$ cat config.mk
export PLATFORM = sky130hd
export DESIGN_NAME = sl_ctrl_status
export DESIGN_NICKNAME = d
export VERILOG_FILES = /design/src/hw/sl_pkg.sv /design/src/hw/sl_ctrl_status.sv /design/src/hw/sl_fifo2.sv
export SDC_FILE = /design/constraint.sdc
export NUM_CORES = 1
export LEC_CHECK = 0
export ABC_AREA = 0
export BUFFER_PORTS_ARGS = -buffer_cell sky130_fd_sc_hd__buf_2
export CORE_AREA = 2 2 211 213
export DETAILED_ROUTE_END_ITERATION = 7
export DIE_AREA = 0 0 213 215
export PLACE_DENSITY = 0.51
export SYNTH_ARGS = -nofsm -noshare
export SYNTH_HDL_FRONTEND = slang
export SYNTH_HIERARCHICAL = 1
export SYNTH_SLANG_ARGS = --single-unit
$ cat constraint.sdc
create_clock -name sys_clk -period 4.2 [get_ports sys_clk]
set_input_delay 0.84 -clock sys_clk [delete_from_list [all_inputs] [get_ports sys_clk]]
set_output_delay 0.84 -clock sys_clk [all_outputs]
set_load 0.05 [all_outputs]
$ cat src/hw/sl_pkg.sv
// Purpose: Shared types and constants of the serial line control and status core.
// Assumes: Word bit 0 is the most significant bit of every 16-bit word.
// Notes: Control words arrive as one command plus a 16-bit data word.
package sl_pkg;

  localparam int WORD_W  = 16;
  localparam int CHAR_W  = 8;
  localparam int SLOTS   = 4;
  localparam int MSTAT_W = 6;
  localparam int MIRQ_W  = 4;

  // Indices of the synchronised pin vector.
  localparam int PIN_W   = 9;
  localparam int PIN_RXC = 8;
  localparam int PIN_TXC = 7;
  localparam int PIN_RXD = 6;

  // Field that picks the match slot inside a match word.
  localparam int SLOT_HI = 13;
  localparam int SLOT_LO = 12;

  // Interrupt source indices.
  localparam int SRC_SET  = 0;
  localparam int SRC_XFER = 1;
  localparam int SRC_PERR = 2;
  localparam int SRC_OVR  = 3;
  localparam int SRC_BRK  = 4;
  localparam int SRC_RX   = 5;
  localparam int SRC_TX   = 6;
  localparam int SRC_MTCH = 7;
  localparam int SRC_STAT = 8;
  localparam int SRC_W    = 9;

  localparam logic [3:0] BIT_LAST = 4'h7;
  localparam logic       TX_MARK  = 1'b1;
  localparam logic [7:0] ZERO_BYTE = 8'h00;

  typedef enum logic [9:0] {
    CMD_LINE     = 10'h001,
    CMD_MATCH    = 10'h002,
    CMD_INTC     = 10'h004,
    CMD_CLR_RX   = 10'h008,
    CMD_IO_RESET = 10'h010,
    CMD_SET_MASK = 10'h020,
    CMD_CLR_MASK = 10'h040,
    CMD_SET_INT  = 10'h080,
    CMD_JUMP     = 10'h100,
    CMD_XFER_ERR = 10'h200
  } sl_cmd_t;

  typedef enum logic [3:0] {
    RX_HUNT = 4'h1,
    RX_WAIT = 4'h2,
    RX_DATA = 4'h4,
    RX_STOP = 4'h8
  } sl_rx_st_t;

  typedef enum logic [3:0] {
    TX_IDLE  = 4'h1,
    TX_START = 4'h2,
    TX_DATA  = 4'h4,
    TX_STOP  = 4'h8
  } sl_tx_st_t;

  typedef struct packed {
    sl_cmd_t            sel;
    logic [WORD_W-1:0] data;
  } sl_cmd_req_t;

  typedef struct packed {
    logic async_mode;
    logic rx_pack;
    logic tx_unpack;
    logic par_en;
    logic par_odd;
  } sl_fmt_t;

  typedef struct packed {
    logic [3:0] unused;
    logic       blind;
    logic       tx_dis;
    logic       tx_ie;
    logic       rx_ie;
    logic [3:0] st_ie;
    logic [3:0] ctl_out;
  } sl_line_t;

  typedef struct packed {
    logic [3:0]        unused;
    logic              jump;
    logic              dev_end;
    logic              intr;
    logic              no_sr;
    logic [CHAR_W-1:0] chr;
  } sl_match_t;

  typedef struct packed {
    logic [3:0] unused;
    logic       en;
    logic       clr;
    logic [9:0] rsv;
  } sl_intc_t;

  typedef struct packed {
    logic               prog_ok;
    logic               rw_ok;
    logic               int_pend;
    logic               read_ok;
    logic               write_ok;
    logic               byte_f;
    logic               perr_ovr;
    logic               xfer_err;
    logic               brk;
    logic               assoc;
    logic [MSTAT_W-1:0] mstat;
  } sl_status_t;

endpackage

$ cat src/hw/sl_ctrl_status.sv
// Purpose: Control, match and status core of a synchronous serial line controller.
// Assumes: Modem clocks and pins are asynchronous and pass a three stage filter.
// Notes: Characters are eight bits, least significant bit first on the line.
`timescale 1ns/1ps
module sl_ctrl_status import sl_pkg::*; #(
  parameter int BUF_DEPTH = 2
) (
  // Clock and reset
  input  wire logic               sys_clk,
  input  wire logic               rst_n,
  // Host command port and status
  input  wire logic               cmd_valid,
  input  wire sl_cmd_req_t        cmd,
  input  wire sl_fmt_t            fmt,
  input  wire logic               io_program_active,
  input  wire logic               read_order_active,
  output sl_status_t              status_word,
  output logic                    irq,
  output logic                    device_end,
  output logic                    jump_cond,
  // Received words to the channel
  output logic                    service_request,
  input  wire logic               rd_ready,
  output logic [WORD_W-1:0]       rd_data,
  // Words to transmit from the channel
  input  wire logic               wr_valid,
  output logic                    wr_ready,
  input  wire logic [WORD_W-1:0]  wr_data,
  // Modem pins
  input  wire logic               rx_clk,
  input  wire logic               tx_clk,
  input  wire logic               rx_data,
  input  wire logic [MSTAT_W-1:0] modem_status_inputs,
  output logic                    tx_data,
  output logic [3:0]              modem_ctl
);

  initial begin
    if (BUF_DEPTH < 2) $error("sl_ctrl_status: BUF_DEPTH below two");
  end

  typedef struct packed {
    logic [PIN_W-1:0]        meta1;
    logic [PIN_W-1:0]        meta2;
    logic [PIN_W-1:0]        meta3;
    logic [PIN_W-1:0]        pin;
    sl_line_t                lc;
    logic [SLOTS-1:0][15:0]  slot;
    logic                    int_en;
    logic                    mask;
    logic [SRC_W-1:0]        int_src;
    logic                    irq;
    logic                    jump;
    logic                    dev_end;
    sl_rx_st_t               rx_st;
    logic [CHAR_W-1:0]       rx_sh;
    logic [3:0]              rx_cnt;
    logic                    half;
    logic [CHAR_W-1:0]       hi;
    logic                    push_valid;
    logic [WORD_W-1:0]       push_word;
    logic                    perr;
    logic                    xfer;
    logic                    brk;
    logic                    assoc;
    sl_tx_st_t               tx_st;
    logic [CHAR_W-1:0]       tx_sh;
    logic [3:0]              tx_cnt;
    logic [WORD_W-1:0]       tx_word;
    logic                    tx_full;
    logic                    tx_second;
    logic                    tx_line;
    logic                    txd;
    sl_status_t              st;
  } sl_state_t;

  sl_state_t           s_r;
  sl_state_t           s_nxt;
  logic [PIN_W-1:0]    pins_in;
  logic [PIN_W-1:0]    agree;
  logic                rx_go;
  logic                tx_go;
  logic [CHAR_W-1:0]   rx_shift;
  logic [CHAR_W-1:0]   cmp_char;
  logic [SLOTS-1:0]    hit;
  logic [SLOTS-1:0]    f_jump;
  logic [SLOTS-1:0]    f_dev;
  logic [SLOTS-1:0]    f_int;
  logic [SLOTS-1:0]    f_nosr;
  logic [MIRQ_W-1:0]   stat_evt;
  logic                push_ready;
  logic                buf_flush;

  assign pins_in  = {rx_clk, tx_clk, rx_data, modem_status_inputs};
  // A pin counts as changed only once the second and third stages agree.
  assign agree    = ~(s_r.meta2 ^ s_r.meta3);
  assign rx_go    = agree[PIN_RXC] & s_r.meta2[PIN_RXC] & ~s_r.pin[PIN_RXC]
                    & ~s_r.lc.blind;
  assign tx_go    = agree[PIN_TXC] & ~s_r.meta2[PIN_TXC] & s_r.pin[PIN_TXC];
  assign rx_shift = {s_r.pin[PIN_RXD], s_r.rx_sh[CHAR_W-1:1]};
  assign cmp_char = (s_r.rx_st == RX_STOP) ? s_r.rx_sh : rx_shift;

  genvar gi;
  generate
    for (gi = 0; gi < SLOTS; gi++) begin : g_slot
      sl_match_t m;
      assign m          = s_r.slot[gi];
      assign hit[gi]    = (m.chr == cmp_char);
      assign f_jump[gi] = m.jump;
      assign f_dev[gi]  = m.dev_end;
      assign f_int[gi]  = m.intr;
      assign f_nosr[gi] = m.no_sr;
    end
    for (gi = 0; gi < MIRQ_W; gi++) begin : g_mstat
      // Input i is status line Si; enable bit 8 + i sits at field bit 3 - i.
      assign stat_evt[gi] = agree[gi] & (s_r.meta2[gi] ^ s_r.pin[gi])
                            & s_r.lc.st_ie[MIRQ_W-1-gi];
    end
  endgenerate

  always_comb begin
    logic [SRC_W-1:0] evt;
    logic             int_clr;
    logic             jump_set;
    logic             jump_clr;
    logic             clr_rx;
    logic             io_rst;
    logic             ch_done;
    logic             last;
    sl_rx_st_t        rx_idle;
    sl_intc_t         ic;
    evt      = '0;
    int_clr  = 1'b0;
    jump_set = 1'b0;
    jump_clr = 1'b0;
    clr_rx   = 1'b0;
    io_rst   = 1'b0;
    ch_done  = 1'b0;
    last     = 1'b0;
    rx_idle  = fmt.async_mode ? RX_WAIT : RX_HUNT;
    ic       = cmd.data;
    s_nxt    = s_r;
    s_nxt.meta1   = pins_in;
    s_nxt.meta2   = s_r.meta1;
    s_nxt.meta3   = s_r.meta2;
    s_nxt.pin     = (s_r.pin & ~agree) | (s_r.meta2 & agree);
    s_nxt.dev_end = 1'b0;
    s_nxt.push_valid = s_r.push_valid & ~push_ready;
    evt[SRC_STAT] = |stat_evt;

    if (cmd_valid) begin
      case (cmd.sel)
        CMD_LINE:     s_nxt.lc = cmd.data;
        CMD_MATCH:    s_nxt.slot[cmd.data[SLOT_HI:SLOT_LO]] = cmd.data;
        CMD_INTC: begin
          s_nxt.int_en = ic.en;
          int_clr      = ic.clr;
        end
        CMD_CLR_RX:   clr_rx = 1'b1;
        CMD_IO_RESET: io_rst = 1'b1;
        CMD_SET_MASK: s_nxt.mask = 1'b1;
        CMD_CLR_MASK: s_nxt.mask = 1'b0;
        CMD_SET_INT:  evt[SRC_SET] = 1'b1;
        CMD_JUMP:     jump_clr = 1'b1;
        CMD_XFER_ERR: begin
          s_nxt.xfer     = 1'b1;
          evt[SRC_XFER]  = 1'b1;
        end
        default: ;
      endcase
    end
    if (io_rst) begin
      s_nxt.lc        = '0;
      s_nxt.slot      = '0;
      s_nxt.int_en    = 1'b0;
      s_nxt.mask      = 1'b1;
      s_nxt.xfer      = 1'b0;
      s_nxt.tx_st     = TX_IDLE;
      s_nxt.tx_full   = 1'b0;
      s_nxt.tx_line   = TX_MARK;
      jump_clr        = 1'b1;
      clr_rx          = 1'b1;
    end
    if (clr_rx) begin
      // Receive clear drops everything queued and re-enters hunt, or the start-bit wait in async mode.
      s_nxt.rx_st      = rx_idle;
      s_nxt.rx_cnt     = '0;
      s_nxt.half       = 1'b0;
      s_nxt.perr       = 1'b0;
      s_nxt.brk        = 1'b0;
      s_nxt.assoc      = 1'b0;
      s_nxt.push_valid = 1'b0;
      int_clr          = 1'b1;
    end

    if (rx_go) begin
      case (s_r.rx_st)
        RX_HUNT: begin
          s_nxt.rx_sh = rx_shift;
          if (|(hit & f_nosr)) begin
            // The sync character still fires its jump, end and interrupt functions.
            ch_done      = 1'b1;
            s_nxt.rx_st  = RX_DATA;
            s_nxt.rx_cnt = '0;
            s_nxt.assoc  = 1'b1;
          end
        end
        RX_WAIT: begin
          if (!s_r.pin[PIN_RXD]) begin
            s_nxt.rx_st  = RX_DATA;
            s_nxt.rx_cnt = '0;
          end
        end
        RX_DATA: begin
          s_nxt.rx_sh  = rx_shift;
          s_nxt.rx_cnt = s_r.rx_cnt + 4'h1;
          if (s_r.rx_cnt == BIT_LAST) begin
            s_nxt.rx_cnt = '0;
            if (fmt.async_mode) begin
              s_nxt.rx_st = RX_STOP;
            end else begin
              ch_done = 1'b1;
            end
          end
        end
        RX_STOP: begin
          s_nxt.rx_st = RX_WAIT;
          ch_done     = 1'b1;
          if (!s_r.pin[PIN_RXD]) begin
            s_nxt.brk     = 1'b1;
            evt[SRC_BRK]  = 1'b1;
          end
        end
        default: s_nxt.rx_st = rx_idle;
      endcase
    end

    if (ch_done) begin
      if (|hit) begin
        s_nxt.assoc = 1'b1;
      end
      if (read_order_active) begin
        jump_set        = |(hit & f_jump);
        s_nxt.dev_end   = |(hit & f_dev);
        evt[SRC_MTCH]   = |(hit & f_int);
      end
      if (fmt.par_en && ((^cmp_char) != fmt.par_odd)) begin
        s_nxt.perr     = 1'b1;
        evt[SRC_PERR]  = 1'b1;
      end
      if (!(|(hit & f_nosr))) begin
        if (fmt.rx_pack && !s_r.half) begin
          s_nxt.half = 1'b1;
          s_nxt.hi   = cmp_char;
        end else begin
          s_nxt.half = 1'b0;
          if (s_r.push_valid && !push_ready) begin
            s_nxt.perr    = 1'b1;
            evt[SRC_OVR]  = 1'b1;
          end else begin
            s_nxt.push_valid = 1'b1;
            s_nxt.push_word  = fmt.rx_pack ? {s_r.hi, cmp_char}
                                           : {ZERO_BYTE, cmp_char};
            evt[SRC_RX]      = s_r.lc.rx_ie;
          end
        end
      end
    end

    if (wr_valid && !s_r.tx_full) begin
      s_nxt.tx_full   = 1'b1;
      s_nxt.tx_word   = wr_data;
      s_nxt.tx_second = 1'b0;
    end
    if (tx_go) begin
      case (s_r.tx_st)
        TX_IDLE: begin
          s_nxt.tx_line = TX_MARK;
          if (s_r.tx_full) begin
            last = !fmt.tx_unpack || s_r.tx_second;
            s_nxt.tx_sh = (fmt.tx_unpack && !s_r.tx_second)
                          ? s_r.tx_word[WORD_W-1:CHAR_W]
                          : s_r.tx_word[CHAR_W-1:0];
            s_nxt.tx_second = !last;
            s_nxt.tx_cnt    = '0;
            s_nxt.tx_st     = fmt.async_mode ? TX_START : TX_DATA;
            if (last) begin
              s_nxt.tx_full = 1'b0;
              evt[SRC_TX]   = s_r.lc.tx_ie;
            end
          end
        end
        TX_START: begin
          s_nxt.tx_line = 1'b0;
          s_nxt.tx_st   = TX_DATA;
        end
        TX_DATA: begin
          s_nxt.tx_line = s_r.tx_sh[0];
          s_nxt.tx_sh   = s_r.tx_sh >> 1;
          s_nxt.tx_cnt  = s_r.tx_cnt + 4'h1;
          if (s_r.tx_cnt == BIT_LAST) begin
            s_nxt.tx_st = fmt.async_mode ? TX_STOP : TX_IDLE;
          end
        end
        TX_STOP: begin
          s_nxt.tx_line = TX_MARK;
          s_nxt.tx_st   = TX_IDLE;
        end
        default: s_nxt.tx_st = TX_IDLE;
      endcase
    end
    // The shifter keeps timing characters; only the pin is forced to mark.
    s_nxt.txd = s_nxt.lc.tx_dis ? TX_MARK : s_nxt.tx_line;

    // New events win over a clear in the same cycle.
    s_nxt.jump    = (jump_clr ? 1'b0 : s_r.jump) | jump_set;
    s_nxt.int_src = (int_clr ? '0 : s_r.int_src) | evt;
    s_nxt.irq     = (|s_nxt.int_src) & s_nxt.mask & s_nxt.int_en;

    s_nxt.st.prog_ok  = !io_program_active;
    s_nxt.st.read_ok  = service_request & !clr_rx;
    s_nxt.st.write_ok = !s_nxt.tx_full;
    s_nxt.st.rw_ok    = s_nxt.st.read_ok | s_nxt.st.write_ok;
    s_nxt.st.int_pend = |s_nxt.int_src;
    s_nxt.st.byte_f   = !fmt.rx_pack || s_nxt.half;
    s_nxt.st.perr_ovr = s_nxt.perr;
    s_nxt.st.xfer_err = s_nxt.xfer;
    s_nxt.st.brk      = fmt.async_mode & s_nxt.brk;
    s_nxt.st.assoc    = s_nxt.assoc;
    s_nxt.st.mstat    = {<<{s_nxt.pin[MSTAT_W-1:0]}};
  end

  always_ff @(posedge sys_clk) begin
    if (!rst_n) begin
      s_r         <= '0;
      s_r.mask    <= 1'b1;
      s_r.rx_st   <= RX_HUNT;
      s_r.tx_st   <= TX_IDLE;
      s_r.tx_line <= TX_MARK;
      s_r.txd     <= TX_MARK;
    end else begin
      s_r <= s_nxt;
    end
  end

  assign buf_flush = cmd_valid & ((cmd.sel == CMD_CLR_RX) | (cmd.sel == CMD_IO_RESET));

  sl_fifo2 #(
    .W     (WORD_W),
    .DEPTH (BUF_DEPTH)
  ) u_rx_buf (
    .sys_clk   (sys_clk),
    .rst_n     (rst_n),
    .flush     (buf_flush),
    .in_valid  (s_r.push_valid),
    .in_ready  (push_ready),
    .in_data   (s_r.push_word),
    .out_valid (service_request),
    .out_ready (rd_ready),
    .out_data  (rd_data)
  );

  assign status_word = s_r.st;
  assign irq         = s_r.irq;
  assign device_end  = s_r.dev_end;
  assign jump_cond   = s_r.jump;
  assign wr_ready    = ~s_r.tx_full;
  assign tx_data     = s_r.txd;
  assign modem_ctl   = s_r.lc.ctl_out;
endmodule // sl_ctrl_status

$ cat src/hw/sl_fifo2.sv
// Purpose: Small word buffer with valid and ready on both sides.
// Assumes: DEPTH is a power of two, two or more.
// Notes: A flush empties the buffer at once.
`timescale 1ns/1ps
module sl_fifo2 import sl_pkg::*; #(
  parameter int W     = WORD_W,
  parameter int DEPTH = 2
) (
  // Clock and reset
  input  wire logic         sys_clk,
  input  wire logic         rst_n,
  input  wire logic         flush,
  // Fill side
  input  wire logic         in_valid,
  output logic              in_ready,
  input  wire logic [W-1:0] in_data,
  // Drain side
  output logic              out_valid,
  input  wire logic         out_ready,
  output logic [W-1:0]      out_data
);

  localparam int AW = $clog2(DEPTH);

  initial begin
    if (DEPTH < 2 || (1 << AW) != DEPTH) $error("sl_fifo2: DEPTH must be a power of two");
  end

  typedef struct packed {
    logic [DEPTH-1:0][W-1:0] mem;
    logic [AW-1:0]           wp;
    logic [AW-1:0]           rp;
    logic [AW:0]             cnt;
  } sl_fifo_st_t;

  sl_fifo_st_t s_r;
  sl_fifo_st_t s_nxt;
  logic        push;
  logic        pop;

  assign in_ready  = (s_r.cnt != DEPTH[AW:0]);
  assign out_valid = (s_r.cnt != '0);
  assign out_data  = s_r.mem[s_r.rp];
  assign push      = in_valid & in_ready;
  assign pop       = out_valid & out_ready;

  always_comb begin
    s_nxt = s_r;
    if (push) begin
      s_nxt.mem[s_r.wp] = in_data;
      s_nxt.wp = s_r.wp + 1'b1;
    end
    if (pop) begin
      s_nxt.rp = s_r.rp + 1'b1;
    end
    s_nxt.cnt = s_r.cnt + {{AW{1'b0}}, push} - {{AW{1'b0}}, pop};
    if (flush) begin
      s_nxt.wp  = '0;
      s_nxt.rp  = '0;
      s_nxt.cnt = '0;
    end
  end

  always_ff @(posedge sys_clk) begin
    if (!rst_n) begin
      s_r <= '0;
    end else begin
      s_r <= s_nxt;
    end
  end

endmodule // sl_fifo2

# Word-level counts from Yosys, hierarchy flattened
# Index checks and enable logic that the tools add are counted.
# classes
add_sub_neg	6
n_mul	0
n_div	0
order_cmp	5
eq_ne	27
shift	0
n_mux	108
n_bitwise	48
n_reduce_logical	42
# ops
cell	n
$mux W77	2
$mux W16	8
$bwmux W64	1
$mux W64	1
$mux W1	54
$mux W27	2
$mux W4	11
$bwmux W32	1
$demux W16 S2	1
$eq A8 B8 Y1	4
$mux W8	4
$pmux W12 S2	1
$pmux W4 S3	2
$reduce_or A4 Y1	6
$and A1 B1 Y1	21
$and A9 B9 Y9	2
$mux W18	1
$not A9 Y9	2
$or A9 B9 Y9	2
$mux W17	1
$and A4 B4 Y4	4
$demux W16 S1	1
$eq A4 B3 Y1 const B	4
$mux W2	8
other kinds (44)	92
# totals
regBits	257
latch_bits	0
ram_bits	0
mem_bits_ro	0
inputBits	63
elab_cells	288
memories	0

# Logic depth before layout (Yosys ltp)
# Gate-level depths: netlist of the first run.
# depth
ltp_word	13
mapped_depth	12
mapped_depth_nobuf	9

# Hierarchy
# The synthesis of the first run kept the hierarchy.
# by_module_without_submodules
module	n_inst	cells_each	area_per_inst_um2	seq_area_each_um2
sl_ctrl_status	1	1131	9115.0	3983.8
sl_fifo2	1	163	1626.6	720.7

# Worst setup path before layout of the first run
# Ideal clock, no wire load.
# synth_path
path_type	register -> register
start	register s_r[94] (netlist bit)
end	register s_r[79] (netlist bit)
setup_ps	86
arrival_time_ps	2733
required_ps	4114
slack_ps	1382
path_stages_with_launch	12
n_path_buf	3
synth_period_minus_slack_ps	2818
cell_sequence	dfxtp_1 > buf_6 > or4b_1 > buf_2 > mux2i_1 > xnor2_1 > nor4_4 > a22o_4 > nor4_4 > buf_6 > nor2_1 > a211oi_1
# synth_via
elab_chain_len	9
# synth_rtl
item	line_no	rtl
start, declared	sl_ctrl_status.sv:77	sl_state_t s_r;
start signal, assigned	sl_ctrl_status.sv:342	s_r <= s_nxt;
$eq A4 B4 Y1	sl_ctrl_status.sv:101, sl_ctrl_status.sv:197	
$mux W8	sl_ctrl_status.sv:101	assign cmp_char = (s_r.rx_st == RX_STOP) ? s_r.rx_sh : rx_shift;
$eq A8 B8 Y1	sl_ctrl_status.sv:108	assign hit[gi] = (m.chr == cmp_char);
$and A4 B4 Y4	sl_ctrl_status.sv:200, sl_ctrl_status.sv:251	
$reduce_or A4 Y1	sl_ctrl_status.sv:200, sl_ctrl_status.sv:251	
$mux W1	sl_ctrl_status.sv:200	if (|(hit & f_nosr)) begin
$pmux W1 S3	sl_ctrl_status.sv:197	case (s_r.rx_st)
$mux W1	sl_ctrl_status.sv:196	if (rx_go) begin
$reduce_and A3 Y1 (no source line)	--	
# Several ways; a longest one is shown, not always the timed one.
# A chain may end at the register's enable or synchronous reset.

# Final worst setup path of the first run
# layout_path
start	register s_r[95] (netlist bit)
end	register s_r[75] (netlist bit)
# The elaborated chain is that of the path after synthesis.

==> results of run 1 <==
Yosys cell counts, types with 10 or more instances:
cell	number	area, sq um
mux2_2	17	191
buf_4	21	158
nand2_1	264	991
nand3_1	16	80.1
nor2_1	116	435
and2_1	33	206
buf_1	10	37.5
xnor2_1	19	166
nor2b_1	19	119
nor3_1	17	85.1
a211oi_1	27	203
mux2i_1	59	591
nand4_1	18	113
o21ai_0	44	220
a21oi_1	127	636
xor2_1	25	219
inv_1	26	97.6
dfxtp_1	235	4700
a31oi_1	11	68.8
clkbuf_1	47	176
cell usage in the layout, fill, tap and decap left out, types with 7 or more instances in the layout:
master / netlist / routed
and3b_1: 7 / 7
a31oi_1: 11 / 11
and2_1: 33 / 33
nor3b_1: 9 / 9
dfxtp_1: 235 / 235
nor2b_1: 19 / 19
nand2_1: 264 / 263
o21ai_0: 44 / 44
nand4_1: 18 / 18
clkbuf_16: 0 / 29
a21oi_1: 127 / 127
a211oi_1: 27 / 27
inv_1: 26 / 25
nand3_1: 16 / 16
nor3_1: 17 / 17
xnor2_1: 19 / 19
nand2b_1: 7 / 7
mux2_2: 17 / 17
nor4_1: 9 / 9
buf_4: 21 / 22
mux2i_1: 59 / 59
or3_1: 7 / 7
xor2_1: 25 / 25
buf_2: 9 / 101
nor2_1: 116 / 116
worst min-delay path by stage:
stage                     startpoint                          to  slack [ps]  cells after the start
2_1_floorplan  s_nxt[210]$_SDFF_PN0_       s_nxt[201]$_SDFF_PN0_         410                      1
3_3_place_gp   s_nxt[215]$_SDFF_PN0_       s_nxt[206]$_SDFF_PN0_         410                      1
3_5_place_dp   s_nxt[212]$_SDFF_PN0_       s_nxt[203]$_SDFF_PN0_         420                      1
4_1_cts            io_program_active  status_word[15]$_SDFF_PN0_         410                      2
5_1_grt            io_program_active  status_word[15]$_SDFF_PN0_         430                      2
6_report       s_nxt[214]$_SDFF_PN0_       s_nxt[205]$_SDFF_PN0_         430                      1
routing by layer:
metal  up-vias  global-route usage (%)
met2       185                    18.6
met1      4226                    18.6
met5         -                       0
met3        43                    2.19
met4         0                    3.10
li1       4555                       -
power breakdown:
group / internal, mW / switching (mW)
registers: 2.27 / 0.0387
logic: 0.0950 / 0.178
clock network: 1.53 / 1.00
total: 3.89 / 1.22
per-stage QoR:
| stage | std cells | hold slack, ps | util, % |
|---|---|---|---|
| finish | 1969 | 432 | 29.0 |
| global route | 1967 | 430 | 29.0 |
| CTS | 1967 | 409 | 29.0 |
| detailed placement | 1915 | 419 | 26.7 |
| global placement | 1915 | 414 | 26.7 |
| floorplan | 1294 | 412 | - |
kinds of logic after synthesis:
family,share of synthesized area (%)
xor gates and xnor gates,3.59
AOI/OAI and AO/OA,14.9
muxes,7.28
adders and majority gates,0.699
buffers and inverters,5.81
and+or+nand+nor,23.9
DFF,43.8
cell type report:
| cell class | instances | area [sq um] |
|---|---|---|
| clock inverters | 13 | 175 |
| inverters | 26 | 97.6 |
| clock buffers | 39 | 803 |
| repair buffers | 125 | 711 |
| multi-input cells | 937 | 5420 |
| fillers | 4656 | 31000 |
| well taps | 592 | 741 |
| flip-flops and latches | 235 | 4700 |
| diodes | 2 | 5.00 |
registers in the layout, summed over array words and instances, names as in the netlist, 4 cells and up, named ones only:
signal,flops
g_slot.m,48
modem_ctl,4
rx_shift,7
s_nxt,18
s_r,99
status_word,10
u_rx_buf/s_r,36
worst max-delay path: cells and delay by family (launching register included):
| family | cells | cell delay, ps |
|---|---|---|
| XOR/XNOR | 1 | 200 |
| flip-flops | 1 | 420 |
| AO/OA/AOI/OAI | 2 | 570 |
| AND/OR/NAND/NOR | 4 | 1800 |
| buffers and inverters | 1 | 180 |
| multiplexers | 1 | 340 |
==> metrics.txt, run 1 <==
fin. max-slew vios=0; CTS tree=built; all-layer global routing usage=12.5%; clock root cell=clkbuf_16; first-pass GRT wire length=46100 um; worst setup path end=s_r[75]$_SDFFE_PN0P_; worst-case reg-to-reg path depth=9; status=finished clean; CP max stage cell=or4b_1; final setup fails=0; Sink Count=235; Post-Syn Area=0.0107 sq mm; cts repair resizes=0; PD cells=404 mW/mm^2; CP Max Fanout=17; antenna viol nets, final=0; Syn Nets=1363; DRC viols=0; via count=9009; VDD IR-drop max=296 uV; Static Leak=4.89 nW; Fin. Hold Viols=0; R2R Path End=s_r[75]$_SDFFE_PN0P_; CORE AREA=0.0436 sq mm; DP Worst Slack=614 ps; crit-path cells=or4b_1 > mux2i_1 > xnor2_1 > nor4_4 > buf_4 > a22o_4 > nor4_4 > nor2_1 > a211oi_1; CTS HTree Levels=1; clk_skew=22.6 ps; CTS buffer count=29; most frequent CP cell=nor4_4; Hold Path Class=register to register; Post-synth EDFFs=0; final worst path period need=3610 ps; top sig layer=met4; DRT Pass-1 Iters=5; via count of the first global-routing pass=8387; met2 WL=12100 um; area grow syn2layout=17.8%; critical path class=register to register; RSZ-0062 raised after global routing=false; via-per-instance ratio=4.58; largest net degree at the start of global routing=65; max_cap viols=0; final worst-path setup slack=587 ps; Die Wd=213 um; met3 routed WL=1340 um; hpwl dp=20400 um; Synth cell types=74; WL/cell=14.7 um; die span in y=215 um; antenna violations before repair=3; postcts setup bufs=0; Data required, critical path=4660 ps; worst reg2reg startpoint=s_r[95]$_SDFF_PN0_; CP startpoint=s_r[95]$_SDFF_PN0_; Clk Latency, worst-skew pair=560 ps; Syn Area/Cell=8.30 sq um; PortBufs=102; detailed-route wire length=29000 um; Highest Clock Rate=277 MHz; CTS Buffer Depth=3; placed instance area=0.0117 sq mm; crit share post-route=86.0%; M1 WL=14900 um; synthesis-stage register bit count=235; gpl congestion=0.782; share of cells above drive strength 1=15.3%; Least-Margin Pin Slew=1200 ps; fraction of registers with async set/reset=0%; setup TNS=0 ps; Ys Warns=6; Max-slew headroom=19.6%; Worst setup EP type=register; Initial Util=24.6%; r2r setup slk=590 ps; design area=0.0127 sq mm; hold-fix buffers at CTS=0; post-synthesis sequential area ratio=43.8%; ys flop type=dfxtp_1; FP Rows=77; 1st-iter DRT viols=471; Nets=1423; CP arrival=4070 ps; Startpoint Class=register; clock transition at the registers of the reported paths=60 ps; I/O pin total=105; Slowest Stage Delay on Critical Path=880 ps; total congestion overflow=0; Design Power=5.11 mW; cell count after synthesis=1294; die area=0.0458 sq mm
Note: power is estimated with default switching activity, not from simulation.
==> inputs of run 2 (changes only) <==
Settings changed: CELL_PAD_IN_SITES_DETAIL_PLACEMENT set to 0, CELL_PAD_IN_SITES_GLOBAL_PLACEMENT set to 1, PLACE_DENSITY 0.51 to 0.6.
==> metrics.txt, run 2 (synthesis results as in run 1) <==
Seq pwr share=46.7%; setup TNS=0 ps; Data required, critical path=4620 ps; critical path class=register to register; gpl congestion=0.754; I/O pin total=105; status=finished clean; Max-slew headroom=22.3%; Pint=3.74 mW; PortBufs=102; CP Max Fanout=17; Die Wd=213 um; via count of the first global-routing pass=8256; DP Worst Slack=705 ps; antenna viol nets, final=0; fillers=4735; final setup fails=0; clock root cell=clkbuf_16; CORE AREA=0.0436 sq mm; cts repair resizes=0; via count=8849; die area=0.0458 sq mm; CP arrival=3860 ps; hold-fix buffers at CTS=0; most frequent cells in the layout=nand2_1, dfxtp_1, a21oi_1; via-per-instance ratio=4.51; WL/cell=15.4 um; Fin. Hold Viols=0; Static Leak=4.85 nW; crit share post-route=81.9%; clock transition at the registers of the reported paths=60 ps; Highest Clock Rate=291 MHz; DRT Pass-1 Iters=4; fin. max-slew vios=0; Non-Filler Instances=1962; commonest non-fill, non-tap cell in the layout=nand2_1; CTS HTree Levels=1; Least-Margin Pin Slew=1160 ps; all-layer global routing usage=12.9%; max_cap viols=0; clk_skew=38.1 ps; RSZ-0062 raised after global routing=false; Reg with most FFs=s_r; detailed-route wire length=30100 um; max FFs per register=99; switch share=24.4%; clock power share=47.8%; CTS Buffer Depth=3; sequential cell area=0.00470 sq mm; r2r setup slk=760 ps; VDD IR-drop max=267 uV; FP Rows=77; final worst-path setup slack=759 ps; antenna violations before repair=3; Startpoint Class=register; final worst path period need=3440 ps; DRC viols=0; die span in y=215 um; Worst setup EP type=register; Comb pwr share=5.6%; postcts setup bufs=0; area of the multi-input gates=0.00542 sq mm; area grow syn2layout=16.7%; placed cells=1912; Hold Path Class=register to register; share of cells above drive strength 1=15.0%; Initial Util=24.6%; P_sw=1.21 mW; Clk Latency, worst-skew pair=580 ps; CTS buffer count=28; first-pass GRT wire length=47100 um; PD cells=394 mW/mm^2; CTS tree=built; Sink Count=235; largest net degree at the start of global routing=67; total congestion overflow=0; 1st-iter DRT viols=441; Nets=1419; hpwl dp=20800 um
run 2: cell count changes in the layout (fill, tap and decap cells not counted), sizes merged:
| cell | before | now |
|---|---|---|
| clkinv | 3 | 8 |
| buf | 125 | 122 |
| clkinvlp | 5 | 2 |
| bufinv | 3 | 1 |
| inv | 28 | 26 |
| clkbuf | 39 | 38 |
| diode | 2 | 1 |
run 2: power by group through the flow:
stage          Combinational, mW  Clock, mW  Sequential, mW
2_1_floorplan              0.207          0            2.33
3_3_place_gp               0.279          0            2.36
3_5_place_dp               0.279          0            2.36
4_1_cts                    0.280       2.45            2.31
5_1_grt                    0.306       2.54            2.31
6_report                   0.275       2.36            2.31
run 2: worst paths after layout:
| kind | start | end | cells past startpoint |
|---|---|---|---|
| worst min-delay path | s_nxt[211]$_SDFF_PN0_ | s_nxt[202]$_SDFF_PN0_ | 1 |
| worst max-delay path | s_r[95]$_SDFF_PN0_ | s_r[77]$_SDFFE_PN0P_ | 8 |
| worst max register to register | s_r[95]$_SDFF_PN0_ | s_r[77]$_SDFFE_PN0P_ | 8 |
| worst min register to register | s_nxt[211]$_SDFF_PN0_ | s_nxt[202]$_SDFF_PN0_ | 1 |
run 2: routing by layer:
metal  wire length, um  track usage (%)  vias to the layer above
met4               675             3.31                        2
met2             12700             19.1                      168
met3              1350             2.67                       49
met5                13                0                        -
met1             15400             18.8                     4098
li1                  -                -                     4532
run 2: cell type report:
class                      instances  share of cell area [%]
tap                              592                    5.91
inverter                          26                   0.779
clock inverter                    11                   0.878
clock buffer                      38                    6.29
timing repair buffer             122                    5.39
antenna                            1                  0.0200
sequential                       235                    37.5
multi-input combinational        937                    43.2
run 2: critical path, stage by stage (launching register included):
cell     delay (ps)
dfxtp_1         430
or4b_1          610
mux2i_1         510
xnor2_1         230
nor4_4          110
a22o_4          320
nor4_4          790
mux2i_1         260
nor2_1           50
run 2: through the flow:
step	hold slack [ps]	cell area [sq um]	utilization, %	total power, mW
after global routing	445	12500	28.7	5.16
after global placement	416	11600	26.7	2.63
after detailed placement	420	11600	26.7	2.64
after CTS	433	12500	28.7	5.04
after floorplan	412	10700	-	2.54
final	425	12500	28.7	4.94
==> inputs of run 3 (changes only) <==
Clock period 4.2 ns to 3.59 ns, I/O delays scaled along.
==> metrics.txt, run 3 (synthesis results as in run 1) <==
Clk Latency, worst-skew pair=560 ps; setup TNS=0 ps; max FFs per register=99; critical path class=register to register; antenna violations before repair=3; CP arrival=3680 ps; Hold Crit Depth=2; cts repair resizes=0; Static Leak=4.92 nW; design area=0.0127 sq mm; crit share post-route=90.0%; all-layer global routing usage=13.1%; commonest non-fill, non-tap cell in the layout=nand2_1; Reg with most FFs=s_r; VDD IR-drop max=358 uV; Fin. Hold Viols=0; die area=0.0458 sq mm; via-per-instance ratio=4.56; CTS Buffer Depth=3; worst reg2reg startpoint=s_r[94]$_SDFF_PN1_; hpwl dp=21100 um; I/O pin total=105; Max-slew headroom=23.4%; CTS buffer count=28; PD cells=458 mW/mm^2; area grow syn2layout=17.8%; Least-Margin Pin Slew=1150 ps; PortBufs=102; Layout Utilization=29.0%; R2R Path End=jump_cond$_SDFF_PN0_; 1st-iter DRT viols=562; clock transition at the registers of the reported paths=60 ps; total congestion overflow=0; CP Max Fanout=13; Hold Path Class=input port to register; postcts setup bufs=0; final setup fails=0; Hold Path Sink=status_word[15]$_SDFF_PN0_; final worst path period need=3230 ps; r2r setup slk=360 ps; worst-case reg-to-reg path depth=10; die span in y=215 um; via count=9005; detailed-route wire length=30100 um; CTS HTree Levels=1; Data required, critical path=4040 ps; WL/cell=15.3 um; Startpoint Class=register; placed instance area=0.0117 sq mm; RSZ-0062 raised after global routing=false; Worst Hold Slack=332 ps; clock root cell=clkbuf_16; DRC viols=0; clk_skew=24.4 ps; most frequent cells in the layout=nand2_1, dfxtp_1, a21oi_1; Sink Count=235; via count of the first global-routing pass=8463; Nets=1430; Initial Util=24.6%; max_cap viols=0; gpl congestion=0.771; HP Start=io_program_active; DRT Pass-1 Iters=5; FP Rows=77; status=finished clean; fin. max-slew vios=0; Worst setup EP type=register; CTS tree=built; Highest Clock Rate=309 MHz; largest net degree at the start of global routing=62; first-pass GRT wire length=48000 um; Die Wd=213 um; hold-fix buffers at CTS=0; share of cells above drive strength 1=15.6%; antenna viol nets, final=0; CORE AREA=0.0436 sq mm
-- run 3: worst max path at each step --
stage | start | endpoint | slack (ps) | depth (start not counted)
global placement | cmd[21] | s_r[95]$_SDFF_PN0_ | 340 | 10
detailed placement | s_r[94]$_SDFF_PN1_ | jump_cond$_SDFF_PN0_ | 370 | 10
CTS | s_r[94]$_SDFF_PN1_ | jump_cond$_SDFF_PN0_ | 340 | 10
finish | s_r[94]$_SDFF_PN1_ | jump_cond$_SDFF_PN0_ | 360 | 10
global route | s_r[94]$_SDFF_PN1_ | jump_cond$_SDFF_PN0_ | 190 | 10
floorplan | s_r[94]$_SDFF_PN1_ | s_r[79]$_SDFFE_PN0P_ | 770 | 11
-- run 3: per-stage QoR --
step                setup WS [ps]  power [mW]  std cells
floorplan                     772        2.97       1294
global placement              341        3.09       1923
detailed placement            369        3.09       1923
CTS                           343        5.92       1973
global route                  187        6.06       1973
finish                        358        5.79       1974
-- run 3: where the power goes --
part	switching, mW	internal, mW	total (mW)
combinational	0.219	0.116	0.336
sequential	0.0391	2.65	2.69
clock	1.12	1.65	2.77
total	1.38	4.42	5.79
-- run 3: worst max-delay path: stages, from the launching register on --
cell,delay (ps)
dfxtp_1,310
or4b_1,780
buf_4,300
mux2i_1,150
o211ai_2,200
a211oi_2,80
a32o_2,300
nor2_1,410
o21ai_0,210
buf_4,190
a41o_1,210
-- run 3: area by class of cell --
class                           instances  area, sq um
Antenna cell                            1         2.50
Fill cell                            4715        31000
Inverter                               26         97.6
Timing Repair Buffer                  133          783
Clock inverter                          9         87.6
Clock buffer                           41          820
Sequential cell                       235         4700
Tap cell                              592          741
Multi-Input combinational cell        937         5420
-- run 3: per-layer routing --
layer / wire [um] / GRT usage [%] / vias up
li1: - / - / 4573
met1: 15300 / 19.2 / 4202
met2: 12900 / 19.7 / 192
met3: 1300 / 2.47 / 36
met4: 671 / 3.15 / 2
met5: 13 / 0 / -
